--- src/autotune_pkg.sv ---
// Shared constants and carrier types for the motor autotune sequencer.
// Assumes a single 250 MHz system clock; measurement and gain arithmetic engines live outside.
package autotune_pkg;
   // ****************************************
   // Autotune selector codes
   // ****************************************
   localparam logic [2:0] AT_NONE = 3'h0;
   localparam logic [2:0] AT_STAT = 3'h1;
   localparam logic [2:0] AT_ROT = 3'h2;
   localparam logic [2:0] AT_INERTIA = 3'h3;
   localparam logic [2:0] AT_CALC = 3'h4;
   // ****************************************
   // Timing
   // ****************************************
   localparam longint CLK_HZ = 250_000_000;
   localparam longint ROT_TIME_S = 30;
   localparam longint ATTEMPT_TIME_MS = 2000;
   localparam longint OPT_TICK_TIME_MS = 1;
   // ****************************************
   // Fractions of rated values
   // ****************************************
   localparam int ROT_FREQ_NUM = 2;
   localparam int ROT_FREQ_DEN = 3;
   localparam int INERTIA_SPEED_NUM = 3;
   localparam int INERTIA_SPEED_SHIFT = 2;
   localparam logic [2:0] TORQUE_SHIFT_FIRST = 3'h4;
   localparam logic [2:0] TORQUE_SHIFT_LAST = 3'h0;
   localparam int OPT_SPEED_SHIFT = 3;
   localparam int OPT_LOAD_ON_NUM = 5;
   localparam int OPT_LOAD_ON_SHIFT = 3;
   localparam int OPT_LOAD_OFF_SHIFT = 1;
   localparam int OPT_FAST_SHIFT = 4;
   localparam int PID_SHIFT = 8;
   // ****************************************
   // Mode codes
   // ****************************************
   localparam logic [1:0] OPT_OFF = 2'h0;
   localparam logic [1:0] OPT_NORMAL = 2'h1;
   localparam logic [1:0] OPT_FAST = 2'h2;
   localparam logic GAINSET_ONE = 1'b0;
   localparam logic [1:0] TUNE_USER = 2'h0;
   localparam logic [1:0] TUNE_BANDWIDTH = 2'h1;
   localparam logic [1:0] TUNE_COMPLIANCE = 2'h2;
   // ****************************************
   // Carrier types
   // ****************************************
   typedef struct packed {
      logic [15:0] kp;
      logic [15:0] ki;
      logic [15:0] kd;
   } speed_gains_t;
   typedef struct packed {
      logic [15:0] kp;
      logic [15:0] ki;
   } loop_gains_t;
   typedef struct packed {
      logic [15:0] resistance;
      logic [15:0] inductance;
   } stat_meas_t;
   typedef struct packed {
      logic [15:0] inductance;
      logic [15:0] bp_one;
      logic [15:0] bp_two;
   } rot_meas_t;
endpackage

--- src/speed_pid.sv ---
// Speed controller: P and I on speed error, D on the feedback only.
// Assumes gains are stable between ticks; runs every cycle while enabled.
`timescale 1ns/1ps
`default_nettype none
module speed_pid
   import autotune_pkg::*;
(
   input wire logic sys_clk,
   input wire logic resetn,
   input wire logic enable,
   input wire speed_gains_t gains,
   input wire logic signed [16:0] speed_ref,
   input wire logic signed [16:0] speed_fb,
   output logic signed [31:0] torque_demand
);
   logic signed [31:0] integ;
   logic signed [16:0] fb_prev;
   wire logic signed [17:0] err = 18'(speed_ref) - 18'(speed_fb);
   wire logic signed [17:0] dfb = 18'(speed_fb) - 18'(fb_prev);
   wire logic signed [31:0] p_term = 32'(err * $signed({1'b0, gains.kp}));
   wire logic signed [31:0] i_step = 32'(err * $signed({1'b0, gains.ki}));
   wire logic signed [31:0] d_term = 32'(dfb * $signed({1'b0, gains.kd}));
   wire logic signed [31:0] sum = p_term + integ - d_term;
   always_ff @(posedge sys_clk or negedge resetn) begin
      if (!resetn) begin
         integ <= 32'sh0000_0000;
         fb_prev <= 17'sh0_0000;
         torque_demand <= 32'sh0000_0000;
      end else if (!enable) begin
         integ <= 32'sh0000_0000;
         fb_prev <= speed_fb;
         torque_demand <= 32'sh0000_0000;
      end else begin
         integ <= integ + (i_step >>> PID_SHIFT);
         fb_prev <= speed_fb;
         torque_demand <= sum >>> PID_SHIFT;
      end
   end
endmodule
`default_nettype wire

--- src/slip_optimizer.sv ---
// Online rated-speed optimizer with load hysteresis.
// Assumes slip_error comes from the motor model and opt_tick from a divider.
`timescale 1ns/1ps
`default_nettype none
module slip_optimizer
   import autotune_pkg::*;
(
   input wire logic sys_clk,
   input wire logic resetn,
   input wire logic opt_tick,
   input wire logic [1:0] mode,
   input wire logic feedback_present,
   input wire logic [15:0] speed,
   input wire logic [15:0] load,
   input wire logic [15:0] rated_load,
   input wire logic [15:0] saved_speed,
   input wire logic signed [15:0] slip_error,
   output logic [15:0] motor_rated_speed,
   output logic opt_active
);
   logic loaded;
   wire logic mode_on = (mode == OPT_NORMAL) || (mode == OPT_FAST);
   wire logic speed_ok = speed > (motor_rated_speed >> OPT_SPEED_SHIFT);
   wire logic [15:0] load_on = 16'((20'(rated_load) * OPT_LOAD_ON_NUM) >> OPT_LOAD_ON_SHIFT);
   wire logic load_high = load > load_on;
   wire logic load_low = load < (rated_load >> OPT_LOAD_OFF_SHIFT);
   wire logic allowed = mode_on && feedback_present && speed_ok;
   wire logic next_active = allowed && (load_high || (opt_active && !load_low));
   wire logic signed [15:0] step = (mode == OPT_FAST) ? slip_error :
      (slip_error >>> OPT_FAST_SHIFT);
   wire logic [15:0] next_speed = motor_rated_speed + 16'(step);
   always_ff @(posedge sys_clk or negedge resetn) begin
      if (!resetn) begin
         loaded <= 1'b0;
         opt_active <= 1'b0;
         motor_rated_speed <= 16'h0000;
      end else begin
         loaded <= 1'b1;
         opt_active <= next_active;
         if (!loaded)
            motor_rated_speed <= saved_speed;
         else if (opt_active && opt_tick)
            motor_rated_speed <= next_speed;
      end
   end
endmodule
`default_nettype wire

--- src/motor_autotune_sequencer.sv ---
// Autotune sequencing, current-loop gain capture and speed gain selection.
// Assumes measurement and gain arithmetic engines outside; pins are async.
`timescale 1ns/1ps
`default_nettype none
module motor_autotune_sequencer
   import autotune_pkg::*;
#(
   parameter longint ROT_CYCLES = ROT_TIME_S * CLK_HZ,
   parameter longint ATTEMPT_CYCLES = ATTEMPT_TIME_MS * CLK_HZ / 1000,
   parameter longint OPT_TICK_CYCLES = OPT_TICK_TIME_MS * CLK_HZ / 1000
)
(
   input wire logic sys_clk,
   input wire logic resetn,
   input wire logic enable_pin,
   input wire logic run_pin,
   input wire logic [2:0] autotune_select,
   input wire logic drive_enable_param,
   input wire logic control_word_disable,
   input wire logic direction_reverse,
   input wire logic [15:0] motor_rated_frequency,
   input wire logic [15:0] rated_speed_saved,
   input wire logic [15:0] rated_torque,
   input wire logic [15:0] rated_load,
   input wire logic [15:0] speed_fb,
   input wire logic [15:0] load_fb,
   input wire logic feedback_present,
   input wire logic signed [15:0] slip_error,
   input wire logic stat_meas_done,
   input wire stat_meas_t stat_meas,
   input wire rot_meas_t rot_meas,
   input wire loop_gains_t current_gain_calc,
   input wire logic [1:0] rated_speed_optimizer_mode,
   input wire logic speed_gain_set_select,
   input wire logic [1:0] speed_gain_tuning_method,
   input wire speed_gains_t user_gain_set_one,
   input wire speed_gains_t user_gain_set_two,
   input wire loop_gains_t bandwidth_gain_calc,
   input wire loop_gains_t compliance_gain_calc,
   input wire logic signed [16:0] speed_ref,
   output logic run_permit,
   output logic inhibit,
   output logic test_busy,
   output logic stationary_active,
   output logic test_reverse,
   output logic [15:0] freq_ref,
   output logic [15:0] torque_limit,
   output logic [15:0] stator_resistance,
   output logic [15:0] transient_inductance,
   output logic [15:0] stator_inductance,
   output logic [15:0] saturation_breakpoint_one,
   output logic [15:0] saturation_breakpoint_two,
   output logic [15:0] current_loop_prop_gain,
   output logic [15:0] current_loop_int_gain,
   output logic [31:0] motor_load_inertia,
   output logic inertia_tune_fail_trip,
   output logic [15:0] motor_rated_speed,
   output logic optimizer_active,
   output speed_gains_t active_speed_gains,
   output logic signed [31:0] torque_demand
);
   // ****************************************
   // Pin synchronisers and start detection
   // ****************************************
   typedef enum logic [6:0] {
      ST_IDLE = 7'b000_0001,
      ST_STAT = 7'b000_0010,
      ST_CALC = 7'b000_0100,
      ST_ROT = 7'b000_1000,
      ST_ACC = 7'b001_0000,
      ST_DEC = 7'b010_0000,
      ST_INHIBIT = 7'b100_0000
   } seq_state_t;

   function automatic logic is_test_code(input logic [2:0] code);
      is_test_code = (code >= AT_STAT) && (code <= AT_CALC);
   endfunction

   logic [1:0] pin_meta;
   logic [1:0] pin_sync;
   logic go_q;
   seq_state_t state;
   seq_state_t next_state;
   logic [2:0] code;
   logic [2:0] torque_shift;
   logic [39:0] rot_cnt;
   logic [31:0] acc_cnt;
   logic [31:0] dec_cnt;
   logic [31:0] tick_cnt;
   logic opt_tick;

   always_ff @(posedge sys_clk or negedge resetn) begin
      if (!resetn) begin
         pin_meta <= 2'h0;
         pin_sync <= 2'h0;
      end else begin
         pin_meta <= {run_pin, enable_pin};
         pin_sync <= pin_meta;
      end
   end

   wire logic enable_s = pin_sync[0];
   wire logic run_s = pin_sync[1];
   wire logic go = enable_s && run_s;
   wire logic go_rise = go && !go_q;
   wire logic start_test = go_rise && is_test_code(autotune_select);
   wire logic controlled_disable = !enable_s || !drive_enable_param ||
      control_word_disable;

   // ****************************************
   // Derived targets
   // ****************************************
   wire logic [15:0] rot_freq = 16'((32'(motor_rated_frequency) * ROT_FREQ_NUM) / ROT_FREQ_DEN);
   wire logic [15:0] inertia_target =
      16'((32'(motor_rated_speed) * INERTIA_SPEED_NUM) >> INERTIA_SPEED_SHIFT);
   wire logic [15:0] step_torque = rated_torque >> torque_shift;
   wire logic target_reached = speed_fb >= inertia_target;
   wire logic attempt_timeout = acc_cnt == 32'(ATTEMPT_CYCLES - 1);
   wire logic final_attempt = torque_shift == TORQUE_SHIFT_LAST;
   wire logic rot_done = rot_cnt == 40'(ROT_CYCLES - 1);
   wire logic at_standstill = speed_fb == 16'h0000;
   wire logic [32:0] total_time = 33'(acc_cnt) + 33'(dec_cnt);
   wire logic [31:0] inertia_calc = 32'(total_time >> torque_shift);

   // ****************************************
   // Sequencer
   // ****************************************
   always_comb begin
      next_state = state;
      unique case (state)
         ST_IDLE: begin
            if (start_test && autotune_select == AT_CALC)
               next_state = ST_CALC;
            else if (start_test && autotune_select == AT_INERTIA)
               next_state = ST_ACC;
            else if (start_test)
               next_state = ST_STAT;
         end
         ST_STAT: begin
            if (stat_meas_done)
               next_state = ST_CALC;
         end
         ST_CALC: begin
            if (code == AT_ROT)
               next_state = ST_ROT;
            else
               next_state = ST_INHIBIT;
         end
         ST_ROT: begin
            if (rot_done)
               next_state = ST_INHIBIT;
         end
         ST_ACC: begin
            if (target_reached)
               next_state = ST_DEC;
            else if (attempt_timeout && final_attempt)
               next_state = ST_INHIBIT;
         end
         ST_DEC: begin
            if (at_standstill)
               next_state = ST_INHIBIT;
         end
         ST_INHIBIT: begin
            if (controlled_disable)
               next_state = ST_IDLE;
         end
      endcase
   end

   always_ff @(posedge sys_clk or negedge resetn) begin
      if (!resetn) begin
         state <= ST_IDLE;
         go_q <= 1'b0;
         code <= AT_NONE;
         test_reverse <= 1'b0;
      end else begin
         state <= next_state;
         go_q <= go;
         if (state == ST_IDLE && start_test) begin
            code <= autotune_select;
            test_reverse <= direction_reverse;
         end
      end
   end

   // Timers only run in their own state so each test starts from zero.
   always_ff @(posedge sys_clk or negedge resetn) begin
      if (!resetn) begin
         rot_cnt <= 40'h00_0000_0000;
         acc_cnt <= 32'h0000_0000;
         dec_cnt <= 32'h0000_0000;
         torque_shift <= TORQUE_SHIFT_FIRST;
      end else begin
         rot_cnt <= (state == ST_ROT) ? rot_cnt + 40'h00_0000_0001 : 40'h00_0000_0000;
         dec_cnt <= (state == ST_DEC) ? dec_cnt + 32'h0000_0001 : 32'h0000_0000;
         if (state == ST_IDLE) begin
            torque_shift <= TORQUE_SHIFT_FIRST;
            acc_cnt <= 32'h0000_0000;
         end else if (state == ST_ACC && attempt_timeout && !final_attempt) begin
            torque_shift <= torque_shift - 3'h1;
            acc_cnt <= 32'h0000_0000;
         end else if (state == ST_ACC && !target_reached) begin
            acc_cnt <= acc_cnt + 32'h0000_0001;
         end
      end
   end

   // ****************************************
   // Results and drive outputs
   // ****************************************
   always_ff @(posedge sys_clk or negedge resetn) begin
      if (!resetn) begin
         stator_resistance <= 16'h0000;
         transient_inductance <= 16'h0000;
         stator_inductance <= 16'h0000;
         saturation_breakpoint_one <= 16'h0000;
         saturation_breakpoint_two <= 16'h0000;
         current_loop_prop_gain <= 16'h0000;
         current_loop_int_gain <= 16'h0000;
         motor_load_inertia <= 32'h0000_0000;
         inertia_tune_fail_trip <= 1'b0;
      end else begin
         if (state == ST_STAT && stat_meas_done) begin
            stator_resistance <= stat_meas.resistance;
            transient_inductance <= stat_meas.inductance;
         end
         if (state == ST_CALC) begin
            current_loop_prop_gain <= current_gain_calc.kp;
            current_loop_int_gain <= current_gain_calc.ki;
         end
         if (state == ST_ROT && rot_done) begin
            stator_inductance <= rot_meas.inductance;
            saturation_breakpoint_one <= rot_meas.bp_one;
            saturation_breakpoint_two <= rot_meas.bp_two;
         end
         if (state == ST_DEC && at_standstill)
            motor_load_inertia <= inertia_calc;
         if (state == ST_ACC && attempt_timeout && final_attempt && !target_reached)
            inertia_tune_fail_trip <= 1'b1;
         else if (state == ST_IDLE && start_test)
            inertia_tune_fail_trip <= 1'b0;
      end
   end

   always_ff @(posedge sys_clk or negedge resetn) begin
      if (!resetn) begin
         freq_ref <= 16'h0000;
         torque_limit <= 16'h0000;
      end else begin
         freq_ref <= (next_state == ST_ROT) ? rot_freq : 16'h0000;
         torque_limit <= (next_state == ST_ACC || next_state == ST_DEC) ? step_torque :
            16'h0000;
      end
   end

   assign inhibit = state == ST_INHIBIT;
   assign test_busy = !(state == ST_IDLE || state == ST_INHIBIT);
   assign stationary_active = state == ST_STAT;
   assign run_permit = state == ST_IDLE && go && drive_enable_param &&
      !control_word_disable && !is_test_code(autotune_select);

   // ****************************************
   // Speed gain selection and controller
   // ****************************************
   wire speed_gains_t user_set = (speed_gain_set_select == GAINSET_ONE) ?
      user_gain_set_one : user_gain_set_two;
   wire loop_gains_t calc_set = (speed_gain_tuning_method == TUNE_COMPLIANCE) ?
      compliance_gain_calc : bandwidth_gain_calc;
   assign active_speed_gains = (speed_gain_tuning_method == TUNE_USER) ? user_set :
      '{kp: calc_set.kp, ki: calc_set.ki, kd: user_set.kd};

   speed_pid u_pid (
      .sys_clk(sys_clk),
      .resetn(resetn),
      .enable(run_permit),
      .gains(active_speed_gains),
      .speed_ref(speed_ref),
      .speed_fb($signed({1'b0, speed_fb})),
      .torque_demand(torque_demand)
   );

   // The optimizer steps on a slow tick so its gain is independent of sys_clk.
   always_ff @(posedge sys_clk or negedge resetn) begin
      if (!resetn) begin
         tick_cnt <= 32'h0000_0000;
         opt_tick <= 1'b0;
      end else begin
         opt_tick <= tick_cnt == 32'(OPT_TICK_CYCLES - 1);
         tick_cnt <= (tick_cnt == 32'(OPT_TICK_CYCLES - 1)) ? 32'h0000_0000 :
            tick_cnt + 32'h0000_0001;
      end
   end

   slip_optimizer u_opt (
      .sys_clk(sys_clk),
      .resetn(resetn),
      .opt_tick(opt_tick),
      .mode(rated_speed_optimizer_mode),
      .feedback_present(feedback_present),
      .speed(speed_fb),
      .load(load_fb),
      .rated_load(rated_load),
      .saved_speed(rated_speed_saved),
      .slip_error(slip_error),
      .motor_rated_speed(motor_rated_speed),
      .opt_active(optimizer_active)
   );
endmodule
`default_nettype wire

--- config.mk ---
export PLATFORM = sky130hd
export DESIGN_NAME = motor_autotune_sequencer
export DESIGN_NICKNAME = d
export VERILOG_FILES = /design/src/autotune_pkg.sv /design/src/speed_pid.sv /design/src/slip_optimizer.sv /design/src/motor_autotune_sequencer.sv
export SDC_FILE = /design/constraint.sdc
export NUM_CORES = 2
export LEC_CHECK = 0
export BUFFER_PORTS_ARGS = -buffer_cell sky130_fd_sc_hd__buf_2
export CORE_MARGIN = 8
export CORE_UTILIZATION = 45
export CTS_CLUSTER_SIZE = 8
export DETAILED_ROUTE_END_ITERATION = 7
export PLACE_DENSITY = 0.75
export SYNTH_ARGS = -nofsm -noshare
export SYNTH_HDL_FRONTEND = slang
export SYNTH_SLANG_ARGS = --single-unit
--- constraint.sdc ---
create_clock -name sys_clk -period 11.75 [get_ports sys_clk]
set_input_delay 2.35 -clock sys_clk [delete_from_list [all_inputs] [get_ports sys_clk]]
set_output_delay 2.35 -clock sys_clk [all_outputs]
set_load 0.02 [all_outputs]
[Word level (Yosys, flattened, before mapping)]
Cells that the tools add are included.
Storage, ports and cells
  register bits after elaboration: 431
  bits in latches: 0
  RAM bits: 0
  bits in read-only memories: 0
  input port bits: 418
  output and inout bits: 279
  memories kept: 0
Cells by class
  $add $sub $neg: 12
  multiply operators: 5
  divide/modulo/power cells: 1
  $lt $le $gt $ge: 6
  equality and inequality tests: 20
  shift operators: 2
  mux-type cells: 31
  bitwise logic cells: 0
  reduce and logical (&&, ||, !) cells: 46
Operator list (count)
  $mux 32: 8
  $add 32x1->32 const B: 3
  $mux 48: 2
  $mux 7: 10
  $mul 18x17->32: 2
  $mux 16: 4
  $pmux 7 s7: 1
  $add 40x1->40 const B: 1
  $eq 40x33->1 const B: 1
  $mux 40: 1
  $add 32x32->33: 1
  $shr 33x3->32: 1
  $add 32x24->32: 1
  $add 32x32->32: 1
  $div 17x2->32 const B: 1
  $eq 32x18->1 const B: 1
  $eq 32x29->1 const B: 1
  $mul 17x17->32: 1
  $sub 32x32->32: 1
  $logic_and 1x1->1: 25
  $mul 16x3->19 const B: 1
  $mul 16x2->18 const B: 1
  $sub 17x17->18: 1
  $sub 16x16->17: 1
  other kinds (31): 52

[Logic depth before layout (Yosys ltp)]
  depth in word-level cells: 10
  gate-level depth with buffers: 51
  mapped depth without buffers: 50

[Hierarchy]
Synthesis repeated with hierarchy kept, for this count alone.
Second synthesis, totals
  cell total of the unflattened synthesis: 6547
  area total of the unflattened synthesis: 60610.6 sq um
By module, submodules not included
  speed_pid: times used 1, cells each 3890, area each 36317.3 sq um, sequential area each 1826.8 sq um
  motor_autotune_sequencer: times used 1, cells each 2228, area each 20786.2 sq um, sequential area each 8335.5 sq um
  slip_optimizer: times used 1, cells each 429, area each 3507.1 sq um, sequential area each 450.4 sq um

[Worst setup path before layout]
No wires, ideal clock.
  kind: in2reg
  from: input speed_ref[0]
  to: register u_pid.integ[31]
  library setup time: 132 ps
  data arrival time: 12553 ps
  required time: 11618 ps
  setup slack: -935 ps
  cell stages on the path: 48
  path buffers: 1
  cell sequence: inv_1 > ha_1 > inv_1 > fa_1 > a21o_1 > a21oi_1 > o21ai_0 > a21oi_1 > o21ai_0 > a211oi_1 > nor3_1 > and2_1 > o21ai_0 > nand2b_1 > xor2_1 > clkbuf_1 > nand2_1 > fa_1 > [12 not listed] > nor3_1 > nand2_1 > a31o_2 > a21oi_1 > xnor2_1 > ha_1 > a21o_1 > a21o_1 > or4_1 > o22a_1 > nor3_1 > o41ai_1 > a21o_1 > a211oi_1 > o21bai_1 > a21oi_1 > xnor2_1 > nor2_1
Between the ends
  longest elaborated chain between the ends: 4
RTL lines
  start, declared: line motor_autotune_sequencer.sv:40  | input wire logic signed [16:0] speed_ref,
  $sub 17x17->18: line speed_pid.sv:18  | wire logic signed [17:0] err = 18'(speed_ref) - 18'(speed_fb);
  $mul 18x17->32: line speed_pid.sv:21  | wire logic signed [31:0] i_step = 32'(err * $signed({1'b0, gains.ki}));
  $add 32x24->32: line speed_pid.sv:34  | integ <= integ + (i_step >>> PID_SHIFT);
  $mux 32: line speed_pid.sv:29  | end else if (!enable) begin
  end signal, assigned: line speed_pid.sv:34
  end, declared: line speed_pid.sv:16  | logic signed [31:0] integ;
No other way between the ends.
A chain may end at the register's enable or synchronous reset.

[Worst setup path in the final report]
  from: input speed_fb[1]
  to: register u_pid.integ[31]
Between the ends
  longest elaborated chain between the ends: 4
RTL lines
  start, declared: line motor_autotune_sequencer.sv:25  | input wire logic [15:0] speed_fb,
  $sub 17x17->18: line speed_pid.sv:18
  $mul 18x17->32: line speed_pid.sv:21
  $add 32x24->32: line speed_pid.sv:34
  $mux 32: line speed_pid.sv:29
No other way between the ends.

==> metrics.txt <==
Worst path max stage delay=0.52 ns; Fin. Hold Viols=0; Die Ht=378 um; Synth Register Bits=423; number of nets in the layout=9200; setup repair after global routing missed its margin=true; wire length of the first global-routing pass=289 mm; CTS tree=done; Top-Level Pins=697; All-Layer GR Usage=25.6%; fin worst setup slack=0.0788 ns; WL met1=69.5 mm; share of the synthesized area in the top cell type=31.0%; cell mode on critical path=fa_1; syn avg cell area=9.15 sq um; commonest non-fill, non-tap cells in the layout=1066 x inv_1, 909 x fa_1, 692 x buf_2; drt drc=0; Critical Path Fanout Max=6; Rows=132; yosys warns=0; met2 WL post-DR=90.5 mm; final setup vio count=0; reg-to-reg slack, setup=1.91 ns; Clock Path Buffers=3; crit start category=input pin; initial antenna violation count=14; grt ovf=0; Die Wd=378 um; Clock Pin Slew Worst Setup and Hold Paths=0.05 ns; met3 routed WL=13.7 mm; DRC violation total after the first TritonRoute iteration=3483; synth unique cells=100; vias per cell=5.37; Setup Skew=0.0565 ns; CTS buffer count=66; min Tclk post-route=11.67 ns; final hold slack=0.353 ns; most common cell after layout, fill and taps aside=inv_1; critical setup path kind=input pin to flop; Synth area leader=fa_1; Max Slew Vio Count=0; Initial DRT Pass Iterations=7; cell count after synthesis=6443; FILL cells=11478; Critical Path RT=12.27 ns; # H-tree levels=3; Max Used Layer=met5; die area=0.143 sq mm; final WL=184 mm; slowest stage cell, crit path=fa_1; Synth area leaders=fa_1 31%, dfrtp_1 18%, ha_1 9.3%, inv_1 6.8%, nor2_1 4.3%; synthesis-to-finish area growth=18.7%; ys async rst share=100%; worst skew pair latency=0.69 ns; via count=49434; maximum clock frequency=85.7 MHz; gpl congestion=0.970; layout cell share with drive strength beyond 1=20.8%; Seq/Total Area, Yosys=18.0%; commonest register cell after synthesis=dfrtp_1; hold crit path type=flop to flop; delay-heaviest family, CP=adder cells; Crit path arrival time=12.19 ns; status=completed; Slew HR=17.5%; Placeable Area=0.130 sq mm; Hold Buf Count CTS=0; Wirelength per Cell=20.0 um; port bufs=696; Post-Syn Nets=8213; Initial Util=45.4%; crit path buf inv count=9; vias in the first global route=52695; Root Driver=clkbuf_16; # Max-Cap Violations=0; Detail Route Antenna Nets=0; Cell Area, Synth=0.0589 sq mm; Placement Setup Slack=-1.07 ns; crit share post-route=99.3%; clock sink count=423; Slew @ Worst Pin=1.23 ns; largest net degree at the start of global routing=84; Post-synth EDFFs=0; dpl hpwl=153 mm; Crit. End Element=flop
worst register-to-register path, delay by kind of cell (launching register included):
kind                       cells  cell delay (ns)
and+or+nand+nor                8             0.90
buffers and inverters          8             0.99
adders and majority gates     11             4.93
DFF                            1             0.32
AOI/OAI and AO/OA             15             2.37
xor gates and xnor gates       1             0.20
through the flow:
stage               utilization [%]  cell area, sq um  TNS (ns)  cells
floorplan                         -             59100    -0.152   6443
global placement               51.9             67400     -8.70   9083
detailed placement             51.9             67400    -15.14   9083
CTS                            53.5             69500   -0.0142   9179
global route                   53.9             70000     -1.09   9201
finish                         53.9             70000         0   9205
cells by family (layout without fill, tap and decap cells):
logic type | count (synthesis) | count (layout) | synth area share [%]
XOR/XNOR | 322 | 322 | 4.82
multiplexers | 246 | 246 | 4.55
AND/OR/NAND/NOR | 1939 | 1939 | 14.8
AO/OA/AOI/OAI | 826 | 826 | 8.93
adder cells (fa/ha/maj) | 1352 | 1352 | 40.3
other | 1 | 7 | 0.00636
buffers and inverters | 1334 | 2348 | 8.63
flip-flops | 423 | 423 | 18.0
Yosys cell counts (all sizes together), types with 24 or more instances:
library cell	count
nand2b	44
o21bai	32
ha	440
a21oi	303
nand4	39
clkbuf	213
fa	912
mux2	143
buf	46
nor3	99
nand2	661
and2	79
o31a	26
dfrtp	421
o21ai	160
nor4	24
nor2b	70
nor2	677
nand3	84
o21a	26
inv	1072
a211oi	30
a21o	70
or3	34
xnor2	190
mux2i	100
and3	44
xor2	131
sequential cells by signal, summed over array words and instances, names as in the netlist, 24 cells and up:
signal	count
acc_cnt	32
dec_cnt	32
motor_load_inertia	32
rot_cnt	40
tick_cnt	32
u_pid.integ	32
u_pid.torque_demand	24
layout make-up:
class | instances | area, sq um | area share [%]
well taps | 1742 | 2180 | 3.11
inverters | 1075 | 4040 | 5.78
repair buffers | 1178 | 7270 | 10.4
clock inverters | 12 | 315 | 0.451
multi-input cells | 4686 | 43800 | 62.6
diodes | 6 | 15.0 | 0.0215
flip-flops and latches | 423 | 10600 | 15.1
clock buffers | 83 | 1770 | 2.52
per-layer routing:
| metal | GRT usage (%) | vias to the layer above |
|---|---|---|
| met5 | 0 | - |
| met1 | 30.7 | 24663 |
| met3 | 5.30 | 429 |
| met4 | 12.5 | 6 |
| met2 | 43.7 | 1869 |
| li1 | - | 22467 |
repair_timing:
| item | CTS | global route |
|---|---|---|
| buffers inserted | 1 | 20 |
| gates resized for setup | 11 | 76 |
| gates cloned | 0 | 1 |
| endpoints found under the setup margin | 10 | 24 |
| pin swaps | 3 | 25 |
path summary, 6_finish.rpt:
kind	startpoint	end	cells after the start
min in group asynchronous	resetn	u_pid.fb_prev[2]	1
max	speed_fb[1]	u_pid.integ[31]	51
max reg2reg	u_pid.fb_prev[0]	u_pid.torque_demand[20]	43
min	pin_meta[1]	pin_sync[1]	0
max in group asynchronous	resetn	rot_cnt[29]	3
min reg2reg	pin_meta[1]	pin_sync[1]	0
Power is not shown: default switching activity piles up to over one toggle a cycle in this logic, so the estimate is an artifact.
